## src/hw/tbd_defines.svh

```systemverilog
`ifndef TBD_DEFINES_SVH
`define TBD_DEFINES_SVH

// ------------------------------------------------------------
// register offsets
// ------------------------------------------------------------
`define TBD_ADDR_W          4
`define TBD_OFS_STATUS      4'h0
`define TBD_OFS_DIAG        4'h1
`define TBD_OFS_COMMAND     4'h2
`define TBD_OFS_CONFIG      4'h3
`define TBD_OFS_SETUP       4'h4
`define TBD_OFS_MASK        4'h5
`define TBD_OFS_PROBE_ID    4'h6
`define TBD_OFS_SUCC_ID     4'h7
`define TBD_OFS_NACK_CNT    4'h8

// ------------------------------------------------------------
// status bits (also interrupt mask bits, same positions)
// ------------------------------------------------------------
`define TBD_ST_TX_AVAIL     0
`define TBD_ST_TX_ACKED     1
`define TBD_ST_RX_INHIB     2
`define TBD_ST_EXCESS_NACK_FLAG       3
`define TBD_ST_RECON        4
`define TBD_ST_SUCC_CHG     5
`define TBD_IRQ_SRC_N       5

// ------------------------------------------------------------
// diagnostic status bits
// ------------------------------------------------------------
`define TBD_DG_OWN_ID       0
`define TBD_DG_PROBE_ID     1
`define TBD_DG_EXCESS_NACK_FLAG       2
`define TBD_DG_IN_NET       3

// ------------------------------------------------------------
// config and setup bits
// ------------------------------------------------------------
`define TBD_CFG_CHAIN       0
`define TBD_SET_SHORT_NACK  0

// ------------------------------------------------------------
// commands written to the command register
// ------------------------------------------------------------
`define TBD_CMD_DIS_TX      8'h01
`define TBD_CMD_CLR_FLAGS   8'h02
`define TBD_CMD_EN_TX       8'h03
`define TBD_CMD_EN_RX       8'h04

// ------------------------------------------------------------
// limits and reset values
// ------------------------------------------------------------
`define TBD_NACK_LIMIT_LONG  8'h80
`define TBD_NACK_LIMIT_SHORT 8'h04
`define TBD_NACK_MAX         8'hff
`define TBD_RST_MASK         5'h00
`define TBD_RST_ID           8'h00
`define TBD_RST_BYTE         8'h00

`endif

```

## src/hw/tbd_pkg.sv

```systemverilog
package tbd_pkg;

  typedef logic [7:0] tbd_byte_t;

  typedef enum logic {
    TBD_TX_IDLE,
    TBD_TX_BUSY
  } tbd_tx_state_e;

endpackage

```

## src/hw/tbd_nack_counter.sv

```systemverilog
`timescale 1ns/1ps
`include "tbd_defines.svh"

module tbd_nack_counter
  import tbd_pkg::*;
(
  input  wire logic      sys_clk,
  input  wire logic      nrst,
  input  wire logic      clear,
  input  wire logic      nack,
  input  wire logic      short_sel,
  output tbd_byte_t      count,
  output logic           limit_hit
);

  tbd_byte_t limit;
  tbd_byte_t next_count;

  assign limit      = short_sel ? `TBD_NACK_LIMIT_SHORT : `TBD_NACK_LIMIT_LONG;
  assign next_count = (count == `TBD_NACK_MAX) ? count : tbd_byte_t'(count + 8'h01);

  // ------------------------------------------------------------
  // count of negative answers to free-buffer enquiries
  // ------------------------------------------------------------
  always_ff @(posedge sys_clk or negedge nrst) begin
    if (!nrst) begin
      count <= `TBD_RST_BYTE;
    end else if (clear) begin
      count <= `TBD_RST_BYTE;
    end else if (nack) begin
      count <= next_count;
    end
  end

  always_ff @(posedge sys_clk or negedge nrst) begin
    if (!nrst) begin
      limit_hit <= 1'b0;
    end else begin
      limit_hit <= !clear && nack && (next_count == limit) && (count != limit);
    end
  end
endmodule

```

## src/hw/tbd_diag_flags.sv

```systemverilog
`timescale 1ns/1ps
`include "tbd_defines.svh"

// Summary of operation
// - transmit done sets available flag, can interrupt
// - acked flag reports last packet received ok
// - config register holds readable chaining enable
// - count nacked enquiries, interrupt at limit
// - limit 128, four with short select
// - enquiries continue after limit until abort
// - disable transmitter abandons packet, stops retries
// - clear flags drops excess nack interrupt
// - own id echo sets flag while networked
// - reading diagnostic status clears own id flag
// - probe id register, token sets seen flag
// - probe detector blind to own successor id
// - successor id register is readable
// - successor update raises successor changed interrupt
// - successor updates on mini or full reconfiguration
// - all sources except the acked flag merge onto one interrupt
module tbd_diag_flags
  import tbd_pkg::*;
(
  input  wire logic                   sys_clk,
  input  wire logic                   nrst,
  input  wire logic [`TBD_ADDR_W-1:0] reg_addr,
  input  wire logic [7:0]             reg_wdata,
  input  wire logic                   reg_wr,
  input  wire logic                   reg_rd,
  output tbd_byte_t                   reg_rdata,
  input  wire logic                   tx_done,
  input  wire logic                   tx_ack_ok,
  input  wire logic                   fbe_nacked,
  input  wire logic                   rx_done,
  input  wire logic                   node_in_network,
  input  wire logic                   own_token_echo,
  input  wire logic                   token_seen,
  input  wire logic [7:0]             token_dest_id,
  input  wire logic                   tx_active,
  input  wire logic                   recon_mini,
  input  wire logic                   recon_full,
  input  wire logic [7:0]             successor_new_id,
  output logic                        tx_enable,
  output logic                        fbe_retry_en,
  output logic                        chain_en,
  output logic                        core_irq
);

  // ------------------------------------------------------------
  // register strobes and command decode
  // ------------------------------------------------------------
  logic wr_cmd;
  logic cmd_dis_tx;
  logic cmd_clr_flags;
  logic cmd_en_tx;
  logic cmd_en_rx;
  logic rd_diag;
  logic recon_any;
  logic probe_hit;
  logic limit_hit;

  assign wr_cmd        = reg_wr && (reg_addr == `TBD_OFS_COMMAND);
  assign cmd_dis_tx    = wr_cmd && (reg_wdata == `TBD_CMD_DIS_TX);
  assign cmd_clr_flags = wr_cmd && (reg_wdata == `TBD_CMD_CLR_FLAGS);
  assign cmd_en_tx     = wr_cmd && (reg_wdata == `TBD_CMD_EN_TX);
  assign cmd_en_rx     = wr_cmd && (reg_wdata == `TBD_CMD_EN_RX);
  assign rd_diag       = reg_rd && (reg_addr == `TBD_OFS_DIAG);
  assign recon_any     = recon_mini || recon_full;

  // ------------------------------------------------------------
  // software registers
  // ------------------------------------------------------------
  logic                     short_nack_limit_sel;
  logic [`TBD_IRQ_SRC_N:0]  irq_mask;
  tbd_byte_t                probe_id_register;
  tbd_byte_t                successor_id_register;

  always_ff @(posedge sys_clk or negedge nrst) begin
    if (!nrst) begin
      chain_en <= 1'b0;
    end else if (reg_wr && (reg_addr == `TBD_OFS_CONFIG)) begin
      chain_en <= reg_wdata[`TBD_CFG_CHAIN];
    end
  end

  always_ff @(posedge sys_clk or negedge nrst) begin
    if (!nrst) begin
      short_nack_limit_sel <= 1'b0;
    end else if (reg_wr && (reg_addr == `TBD_OFS_SETUP)) begin
      short_nack_limit_sel <= reg_wdata[`TBD_SET_SHORT_NACK];
    end
  end

  always_ff @(posedge sys_clk or negedge nrst) begin
    if (!nrst) begin
      irq_mask <= {1'b0, `TBD_RST_MASK};
    end else if (reg_wr && (reg_addr == `TBD_OFS_MASK)) begin
      irq_mask <= reg_wdata[`TBD_IRQ_SRC_N:0];
    end
  end

  always_ff @(posedge sys_clk or negedge nrst) begin
    if (!nrst) begin
      probe_id_register <= `TBD_RST_ID;
    end else if (reg_wr && (reg_addr == `TBD_OFS_PROBE_ID)) begin
      probe_id_register <= reg_wdata;
    end
  end

  always_ff @(posedge sys_clk or negedge nrst) begin
    if (!nrst) begin
      successor_id_register <= `TBD_RST_ID;
    end else if (recon_any) begin
      successor_id_register <= successor_new_id;
    end
  end

  // ------------------------------------------------------------
  // transmitter
  // ------------------------------------------------------------
  tbd_tx_state_e tx_state;
  logic          tx_available_flag;
  logic          tx_acked_flag;

  always_ff @(posedge sys_clk or negedge nrst) begin
    if (!nrst) begin
      tx_state <= TBD_TX_IDLE;
    end else begin
      case (tx_state)
        TBD_TX_IDLE: begin
          if (cmd_en_tx) begin
            tx_state <= TBD_TX_BUSY;
          end
        end
        TBD_TX_BUSY: begin
          if (cmd_dis_tx || tx_done) begin
            tx_state <= TBD_TX_IDLE;
          end
        end
        default: begin
          tx_state <= TBD_TX_IDLE;
        end
      endcase
    end
  end

  // retries go on while busy, whatever the nack count says
  assign tx_enable    = (tx_state == TBD_TX_BUSY);
  assign fbe_retry_en = (tx_state == TBD_TX_BUSY);

  always_ff @(posedge sys_clk or negedge nrst) begin
    if (!nrst) begin
      tx_available_flag <= 1'b1;
    end else if (tx_done || cmd_dis_tx) begin
      tx_available_flag <= 1'b1;
    end else if (cmd_en_tx) begin
      tx_available_flag <= 1'b0;
    end
  end

  always_ff @(posedge sys_clk or negedge nrst) begin
    if (!nrst) begin
      tx_acked_flag <= 1'b0;
    end else if (tx_done) begin
      tx_acked_flag <= tx_ack_ok;
    end else if (cmd_en_tx || cmd_dis_tx) begin
      tx_acked_flag <= 1'b0;
    end
  end

  // ------------------------------------------------------------
  // excessive nack
  // ------------------------------------------------------------
  tbd_byte_t nack_count;
  logic      excess_nack_flag;

  tbd_nack_counter u_nack_counter (
    .sys_clk   (sys_clk),
    .nrst      (nrst),
    .clear     (cmd_en_tx || cmd_dis_tx || tx_done),
    .nack      (fbe_nacked && (tx_state == TBD_TX_BUSY)),
    .short_sel (short_nack_limit_sel),
    .count     (nack_count),
    .limit_hit (limit_hit)
  );

  always_ff @(posedge sys_clk or negedge nrst) begin
    if (!nrst) begin
      excess_nack_flag <= 1'b0;
    end else if (limit_hit) begin
      excess_nack_flag <= 1'b1;
    end else if (cmd_clr_flags) begin
      excess_nack_flag <= 1'b0;
    end
  end

  // ------------------------------------------------------------
  // receive, reconfiguration and successor events
  // ------------------------------------------------------------
  logic rx_inhibited_flag;
  logic recon_flag;
  logic successor_changed_irq;

  always_ff @(posedge sys_clk or negedge nrst) begin
    if (!nrst) begin
      rx_inhibited_flag <= 1'b0;
    end else if (rx_done) begin
      rx_inhibited_flag <= 1'b1;
    end else if (cmd_en_rx) begin
      rx_inhibited_flag <= 1'b0;
    end
  end

  always_ff @(posedge sys_clk or negedge nrst) begin
    if (!nrst) begin
      recon_flag <= 1'b0;
    end else if (recon_any) begin
      recon_flag <= 1'b1;
    end else if (cmd_clr_flags) begin
      recon_flag <= 1'b0;
    end
  end

  always_ff @(posedge sys_clk or negedge nrst) begin
    if (!nrst) begin
      successor_changed_irq <= 1'b0;
    end else if (recon_any) begin
      successor_changed_irq <= 1'b1;
    end else if (cmd_clr_flags) begin
      successor_changed_irq <= 1'b0;
    end
  end

  // ------------------------------------------------------------
  // duplicate and probe id detection
  // ------------------------------------------------------------
  logic own_id_seen_flag;
  logic probe_id_seen_flag;

  always_ff @(posedge sys_clk or negedge nrst) begin
    if (!nrst) begin
      own_id_seen_flag <= 1'b0;
    end else if (node_in_network && own_token_echo) begin
      own_id_seen_flag <= 1'b1;
    end else if (rd_diag) begin
      own_id_seen_flag <= 1'b0;
    end
  end

  // receiver is deaf while passing the token to the successor
  assign probe_hit = token_seen && !tx_active && (token_dest_id == probe_id_register) &&
                     (token_dest_id != successor_id_register);

  always_ff @(posedge sys_clk or negedge nrst) begin
    if (!nrst) begin
      probe_id_seen_flag <= 1'b0;
    end else if (probe_hit) begin
      probe_id_seen_flag <= 1'b1;
    end else if (cmd_clr_flags) begin
      probe_id_seen_flag <= 1'b0;
    end
  end

  // ------------------------------------------------------------
  // interrupt merge and read port
  // ------------------------------------------------------------
  logic [`TBD_IRQ_SRC_N:0] status;
  tbd_byte_t               diag;

  assign status = {successor_changed_irq, recon_flag, excess_nack_flag,
                   rx_inhibited_flag, tx_acked_flag, tx_available_flag};
  assign diag   = {4'h0, node_in_network, excess_nack_flag, probe_id_seen_flag, own_id_seen_flag};

  always_ff @(posedge sys_clk or negedge nrst) begin
    if (!nrst) begin
      core_irq <= 1'b0;
    end else begin
      // acked flag is status only, not an interrupt source
      core_irq <= |(status & irq_mask & ~(6'h01 << `TBD_ST_TX_ACKED));
    end
  end

  always_ff @(posedge sys_clk or negedge nrst) begin
    if (!nrst) begin
      reg_rdata <= `TBD_RST_BYTE;
    end else if (reg_rd) begin
      case (reg_addr)
        `TBD_OFS_STATUS:   reg_rdata <= {2'h0, status};
        `TBD_OFS_DIAG:     reg_rdata <= diag;
        `TBD_OFS_CONFIG:   reg_rdata <= {7'h00, chain_en};
        `TBD_OFS_SETUP:    reg_rdata <= {7'h00, short_nack_limit_sel};
        `TBD_OFS_MASK:     reg_rdata <= {2'h0, irq_mask};
        `TBD_OFS_PROBE_ID: reg_rdata <= probe_id_register;
        `TBD_OFS_SUCC_ID:  reg_rdata <= successor_id_register;
        `TBD_OFS_NACK_CNT: reg_rdata <= nack_count;
        default:           reg_rdata <= `TBD_RST_BYTE;
      endcase
    end else begin
      reg_rdata <= `TBD_RST_BYTE;
    end
  end
endmodule

```

## config.mk

```make
export PLATFORM = sky130hd
export DESIGN_NAME = tbd_diag_flags
export DESIGN_NICKNAME = d
export VERILOG_FILES = /design/src/hw/tbd_pkg.sv /design/src/hw/tbd_nack_counter.sv /design/src/hw/tbd_diag_flags.sv
export VERILOG_INCLUDE_DIRS = /design/src /design/src/hw
export SDC_FILE = /design/constraint.sdc
export NUM_CORES = 1
export LEC_CHECK = 0
export BUFFER_PORTS_ARGS = -buffer_cell sky130_fd_sc_hd__buf_2
export CORE_ASPECT_RATIO = 1.5
export CORE_MARGIN = 2
export CORE_UTILIZATION = 50
export CTS_CLUSTER_DIAMETER = 120
export DETAILED_ROUTE_END_ITERATION = 12
export GPL_TIMING_DRIVEN = 0
export HOLD_SLACK_MARGIN = 0.08
export PLACE_DENSITY = 0.76
export SLEW_MARGIN = 20
export SYNTH_ARGS = -nofsm -noshare
export SYNTH_HDL_FRONTEND = slang
export SYNTH_HIERARCHICAL = 1
export SYNTH_SLANG_ARGS = --single-unit
```

## constraint.sdc

```tcl
create_clock -name sys_clk -period 1.75 [get_ports sys_clk]
set_clock_uncertainty 0.2 [all_clocks]
set_input_delay 0.0875 -clock sys_clk [delete_from_list [all_inputs] [get_ports sys_clk]]
set_output_delay 0.0875 -clock sys_clk [all_outputs]
set_load 0.02 [all_outputs]
```

# After elaboration in Yosys (flattened, before gate mapping)
# Index checks and enable logic that the tools add are counted.
[totals]
out_inout_bits = 12
elab_cells = 92
regBits = 50
input_bits = 42
[op_classes]
mux = 21
eq_ne = 17
add_sub_neg = 1
bitwise = 2
reduce_logical = 34
[op_table]
columns = ["operator", "count"]
rows = [
  ["$pmux 8 s8", 1],
  ["$mux 8", 5],
  ["$logic_and 1x1->1", 18],
  ["$eq 4x3->1 const B", 4],
  ["$eq 8x2->1 const B", 2],
  ["$eq 8x8->1", 2],
  ["$ne 8x8->1", 2],
  ["$reduce_bool 2->1", 8],
  ["$mux 1", 14],
  ["$add 8x1->8 const B", 1],
  ["$eq 4x2->1 const B", 2],
  ["$eq 8x1->1 const B", 1],
  ["$eq 8x3->1 const B", 1],
  ["$eq 8x8->1 const B", 1],
  ["$and 6x6->6", 1],
  ["$reduce_or 5->1", 1],
  ["$eq 4x1->1 const B", 1],
  ["$eq 4x4->1 const B", 1],
  ["$logic_not 4->1", 1],
  ["$logic_or 1x1->1", 4],
  ["$logic_not 1->1", 2],
  ["$pmux 1 s2", 1],
  ["$not 1->1", 1],
]

# Longest topological paths before layout
[depth]
depth_word = 9
mapped_depth = 8
ltp_nobuf = 6

# Cells and area by module
# Netlist, hierarchy kept.
[by_module_without_submodules]
columns = ["module", "seq_area_each_um2", "cells_per_inst", "instances", "area_per_inst_um2"]
rows = [
  ["tbd_diag_flags", 1027.2, 178, 1, 2113.3],
  ["tbd_nack_counter", 225.2, 82, 1, 706.9],
]

# Worst setup path after synthesis
# OpenSTA, ideal clock, no wires.
[synth_path]
kind = "flip-flop to flip-flop"
startpoint = "register u_nack_counter.count[0]"
endpoint = "register u_nack_counter.limit_hit"
required_ps = 1454
setup_slack_ps = -180
t_arrival_ps = 1634
n_path_buf = 0
path_stages_with_launch = 7
setup_ps = 96
period_less_slack_ps = 1930
cell_sequence = "dfrtp_1 -> ha_1 -> and2_1 -> a31oi_1 -> nand4_1 -> a22o_1 -> nor4_2"
[synth_via]
elab_chain_cells = 5
elab_cells_between_ends = 7
cone_classes = "add/sub (1); eq/ne (3); mux (1); reduce/logical (2)"
[synth_rtl]
columns = ["item", "line_no", "source"]
rows = [
  ["start, declared", "tbd_nack_counter.sv:12", "output tbd_byte_t count,"],
  ["start signal, assigned", "tbd_nack_counter.sv:27", "count <= `TBD_RST_BYTE;"],
  ["start signal, assigned", "tbd_nack_counter.sv:29", "count <= `TBD_RST_BYTE;"],
  ["start signal, assigned", "tbd_nack_counter.sv:31", "count <= next_count;"],
  ["$add 8x1->8 / $eq 8x8->1 (equally long branches)", "n/a", ""],
  ["$mux 8", "tbd_nack_counter.sv:20", "assign next_count = (count == `TBD_NACK_MAX) ? count : tbd_byte_t'(count + 8'h01);"],
  ["$eq 8x8->1", "tbd_nack_counter.sv:39", "limit_hit <= !clear && nack && (next_count == limit) && (count != limit);"],
  ["$logic_and 1x1->1", "tbd_nack_counter.sv:39", ""],
  ["$logic_and 1x1->1 *", "tbd_nack_counter.sv:39", ""],
  ["end signal, assigned", "tbd_nack_counter.sv:39", ""],
  ["end, declared", "tbd_nack_counter.sv:13", "output logic limit_hit"],
]
# Every way passes the cells marked *; elsewhere a longest branch is shown, timed or not.
# A chain may end at the register's enable or synchronous reset.

# Worst setup path after layout
[layout_path]
startpoint = "register u_nack_counter.count[5]"
endpoint = "register u_nack_counter.limit_hit"
# Same word-level chain as after synthesis.

==> results.py <==
metrics = {
    "outcome": {
        "run_status": "finished with violations",
        "violations": "negative setup slack",
    },
    "yosys": {
        "yosysMostFrequentCell": "dfrtp_1",
        "synth_area_leaders": "dfrtp_1 43%, mux2_2 12%, xor2_1 4.3%, nor2_1 2.3%, mux2i_1 2.1%",
        "ys_ff_latch": 50,
        "yosysWarnings": 6,
        "ys_types": 57,
        "synth_fp_nets": 304,
        "synthArstFlopShare_pct": 100,
        "syn_inst": 260,
        "avgSynthCellArea_um2": 10.8,
        "synth_area_um2": 2820,
        "synth_flop_cell": "dfrtp_1",
        "synth_common_cells": "49 x dfrtp_1, 31 x mux2_2, 17 x nor2_1",
        "synth_top_area_share_pct": 43.5,
        "synth_edf_count": 0,
        "synth-seq-area-share_pct": 44.4,
        "synth_top_area_cell": "dfrtp_1",
    },
    "setup_path": {
        "worst_r2r_startpoint": "u_nack_counter/count[5]$_DFFE_PN0P_",
        "worstPathArrival_ns": 1.95,
        "cp-start-kind": "flop",
        "path_buf_inv": 1,
        "path_cells": "and4_1 > buf_6 > nand2_4 > or4_4 > a22o_1 > nor4_2",
        "cp_max_fo": 5,
        "critical-path-slowest-cell": "dfrtp_2",
        "end_kind": "flop",
        "critPathTopFamily": "simple AND/OR/NAND/NOR gates",
        "r2r_end": "u_nack_counter/limit_hit$_DFF_PN0_",
        "crit_path_max_incr_delay_ns": 0.40,
        "r2r_slack_ns": -0.21,
        "required_ns": 1.74,
        "r2r_cells": 6,
        "path_depth": 6,
        "path_class": "flop to flop",
    },
    "cells_and_area": {
        "n_antenna_cell": 0,
        "area_delta_synth_final_pct": 34.8,
        "fin_cells": 439,
        "multiInputGateArea_um2": 1520,
        "nets": 412,
        "final-seq-area_um2": 1260,
        "fin_util_pct": 69.8,
        "fill_cells": 410,
        "drive_gt1_share_pct": 37.9,
    },
    "sta": {
        "max_clock_freq_mhz": 509,
        "grt_setup_unrepaired": "true",
        "finalSetupTns_ns": -0.223,
        "worstMarginPinSlew_ns": 0.625,
        "fin_crit_ns": 1.96,
        "setup_viol": 2,
        "fin_ws_ns": -0.213,
        "final_hold_viol_count": 0,
        "slew_violations": 0,
        "period_share_pct": 112,
        "slew_headroom_pct": 58.3,
    },
    "detailed_routing": {
        "firstDrtPassIters": 5,
        "dr_wl_met2_um": 4320,
        "drt_iter0_drc": 276,
        "detail-route-antenna-nets": 0,
        "wl_met3_um": 428,
        "drc": 0,
        "top_layer": "met4",
        "m1WireLength_um": 2940,
        "drt_wl_total_um": 8240,
        "via_count": 2585,
        "wl_per_cell_um": 18.8,
        "viasPerCell": 5.89,
    },
    "power": {
        "power_mw": 2.72,
        "p_per_area_nw_per_um2": 716,
        "irDropWorstVdd_mv": 0.340,
        "p_leak_nw": 1.71,
    },
    "die": {
        "fp.dieArea_um2": 6270,
        "start_util_pct": 51.7,
        "coreArea_um2": 5450,
        "rows": 33,
        "io_pins": 54,
        "die_h_um": 96.0,
        "dieWidth_um": 65.3,
    },
    "min_path": {
        "hp-start": "reg_wdata[2]",
        "hold_class": "input pin to flop",
        "whs_endpoint": "tx_available_flag$_DFFE_PN1P_",
        "min_path_cells": 4,
    },
    "clock_tree": {
        "cts_buffer_depth": 2,
        "cts_root_buf": "clkbuf_8",
        "worstSkewPairLatency_ns": 0.30,
        "h-tree-depth": 2,
        "cts_buffers": 5,
        "clkSinkCount": 50,
        "cts_tree": "built",
        "clk_pin_slew_ns": 0.08,
    },
    "placed_design": {
        "gp_congestion": 0.938,
        "io_buffer_count": 51,
        "pre_cts_ws_ns": -0.382,
        "dp.cells": 381,
        "dp_hpwl_um": 5400,
    },
    "global_route": {
        "grt_pass1_wl_um": 12700,
        "grt_max_degree": 51,
        "grt_antenna_before_repair": 0,
        "grt_overflow": 0,
        "grt_pass1_vias": 2636,
        "grt_util_all_layers_pct": 26.8,
    },
    "run": {
        "maxCapViolCount": 0,
    },
}
[cell usage in the layout, fill, tap and decap left out, drive strengths merged, types with 3 or more instances in the layout]
cell         count
nand2b           3
xnor2            5
clkbuf           9
a211o            3
and3             4
a22oi            5
nor2b            5
nor3             4
mux2i            6
nand4            8
buf             84
nand2           12
nor4             5
nor2            18
xor2            14
a21oi            7
mux2            31
nand3b           3
o21ai           12
a222oi           4
inv              4
dlygate4sd3     29
nand3            5
and4             3
and2             3
dfrtp           49
[final cells by class]
type                            count  area share (%)
Buffer                             13            2.34
Tap cell                           70            2.30
Timing Repair Buffer              103            19.1
Sequential cell                    50            33.1
Clock inverter                      1           0.790
Clock buffer                        7            2.01
Multi-Input combinational cell    191            40.0
Inverter                            4           0.395
[cells by family after synthesis]
| group | synth area share [%] |
|---|---|
| AOI/OAI and AO/OA | 12.2 |
| xor gates and xnor gates | 5.90 |
| adders and majority gates | 0.887 |
| buffers and inverters | 3.81 |
| DFF | 44.4 |
| muxes | 14.5 |
| and+or+nand+nor | 18.2 |
[metal layers]
metal / GRT usage [%] / vias to the layer above
met4: 18.1 / 0
li1: - / 1184
met1: 28.1 / 1227
met2: 49.0 / 133
met3: 3.63 / 41
met5: 0 / -
[sequential cells by signal, indices dropped and copies added (netlist names), 6 cells and up]
signal and count:
successor_id_register 8, irq_mask 6, probe_id_register 8, u_nack_counter/count 8
reg_rdata 8
[per-stage QoR]
step                hold slack (ns)  area, um^2
CTS                          0.0792        3680
detailed placement           0.0743        3190
global route                  0.117        3800
global placement             0.0659        3190
finish                       0.0916        3800
floorplan                    -0.408        2850
[how the worst max path moves through the flow]
stage | start | to | slack (ns)
floorplan | u_nack_counter/count[3]$_DFFE_PN0P_ | u_nack_counter/limit_hit$_DFF_PN0_ | -0.06
global placement | u_nack_counter/count[1]$_DFFE_PN0P_ | u_nack_counter/limit_hit$_DFF_PN0_ | -0.36
detailed placement | u_nack_counter/count[2]$_DFFE_PN0P_ | u_nack_counter/limit_hit$_DFF_PN0_ | -0.38
CTS | u_nack_counter/count[3]$_DFFE_PN0P_ | u_nack_counter/limit_hit$_DFF_PN0_ | -0.34
global route | u_nack_counter/count[4]$_DFFE_PN0P_ | u_nack_counter/limit_hit$_DFF_PN0_ | -0.26
finish | u_nack_counter/count[5]$_DFFE_PN0P_ | u_nack_counter/limit_hit$_DFF_PN0_ | -0.21
[worst reg2reg max path, stage by stage (launching register included)]
cell     delay, ns
dfrtp_2       0.40
and4_1        0.20
buf_6         0.13
nand2_4       0.05
or4_4         0.40
a22o_1        0.27
nor4_2        0.20
[timing repair]
action	CTS	global route
endpoints found under the setup margin	6	17
pin swaps	3	7
hold buffers	30	0
endpoints found under the hold margin	88	0
resized for setup	7	13
buffers inserted	9	13
[report_power, final]
part	switching (mW)	total, mW	internal [mW]	leakage [nW]
sequential	0.118	1.39	1.27	0.621
clock	0.376	0.804	0.428	0.0524
combinational	0.243	0.529	0.286	1.04
Note: power is estimated with default switching activity, not from simulation.
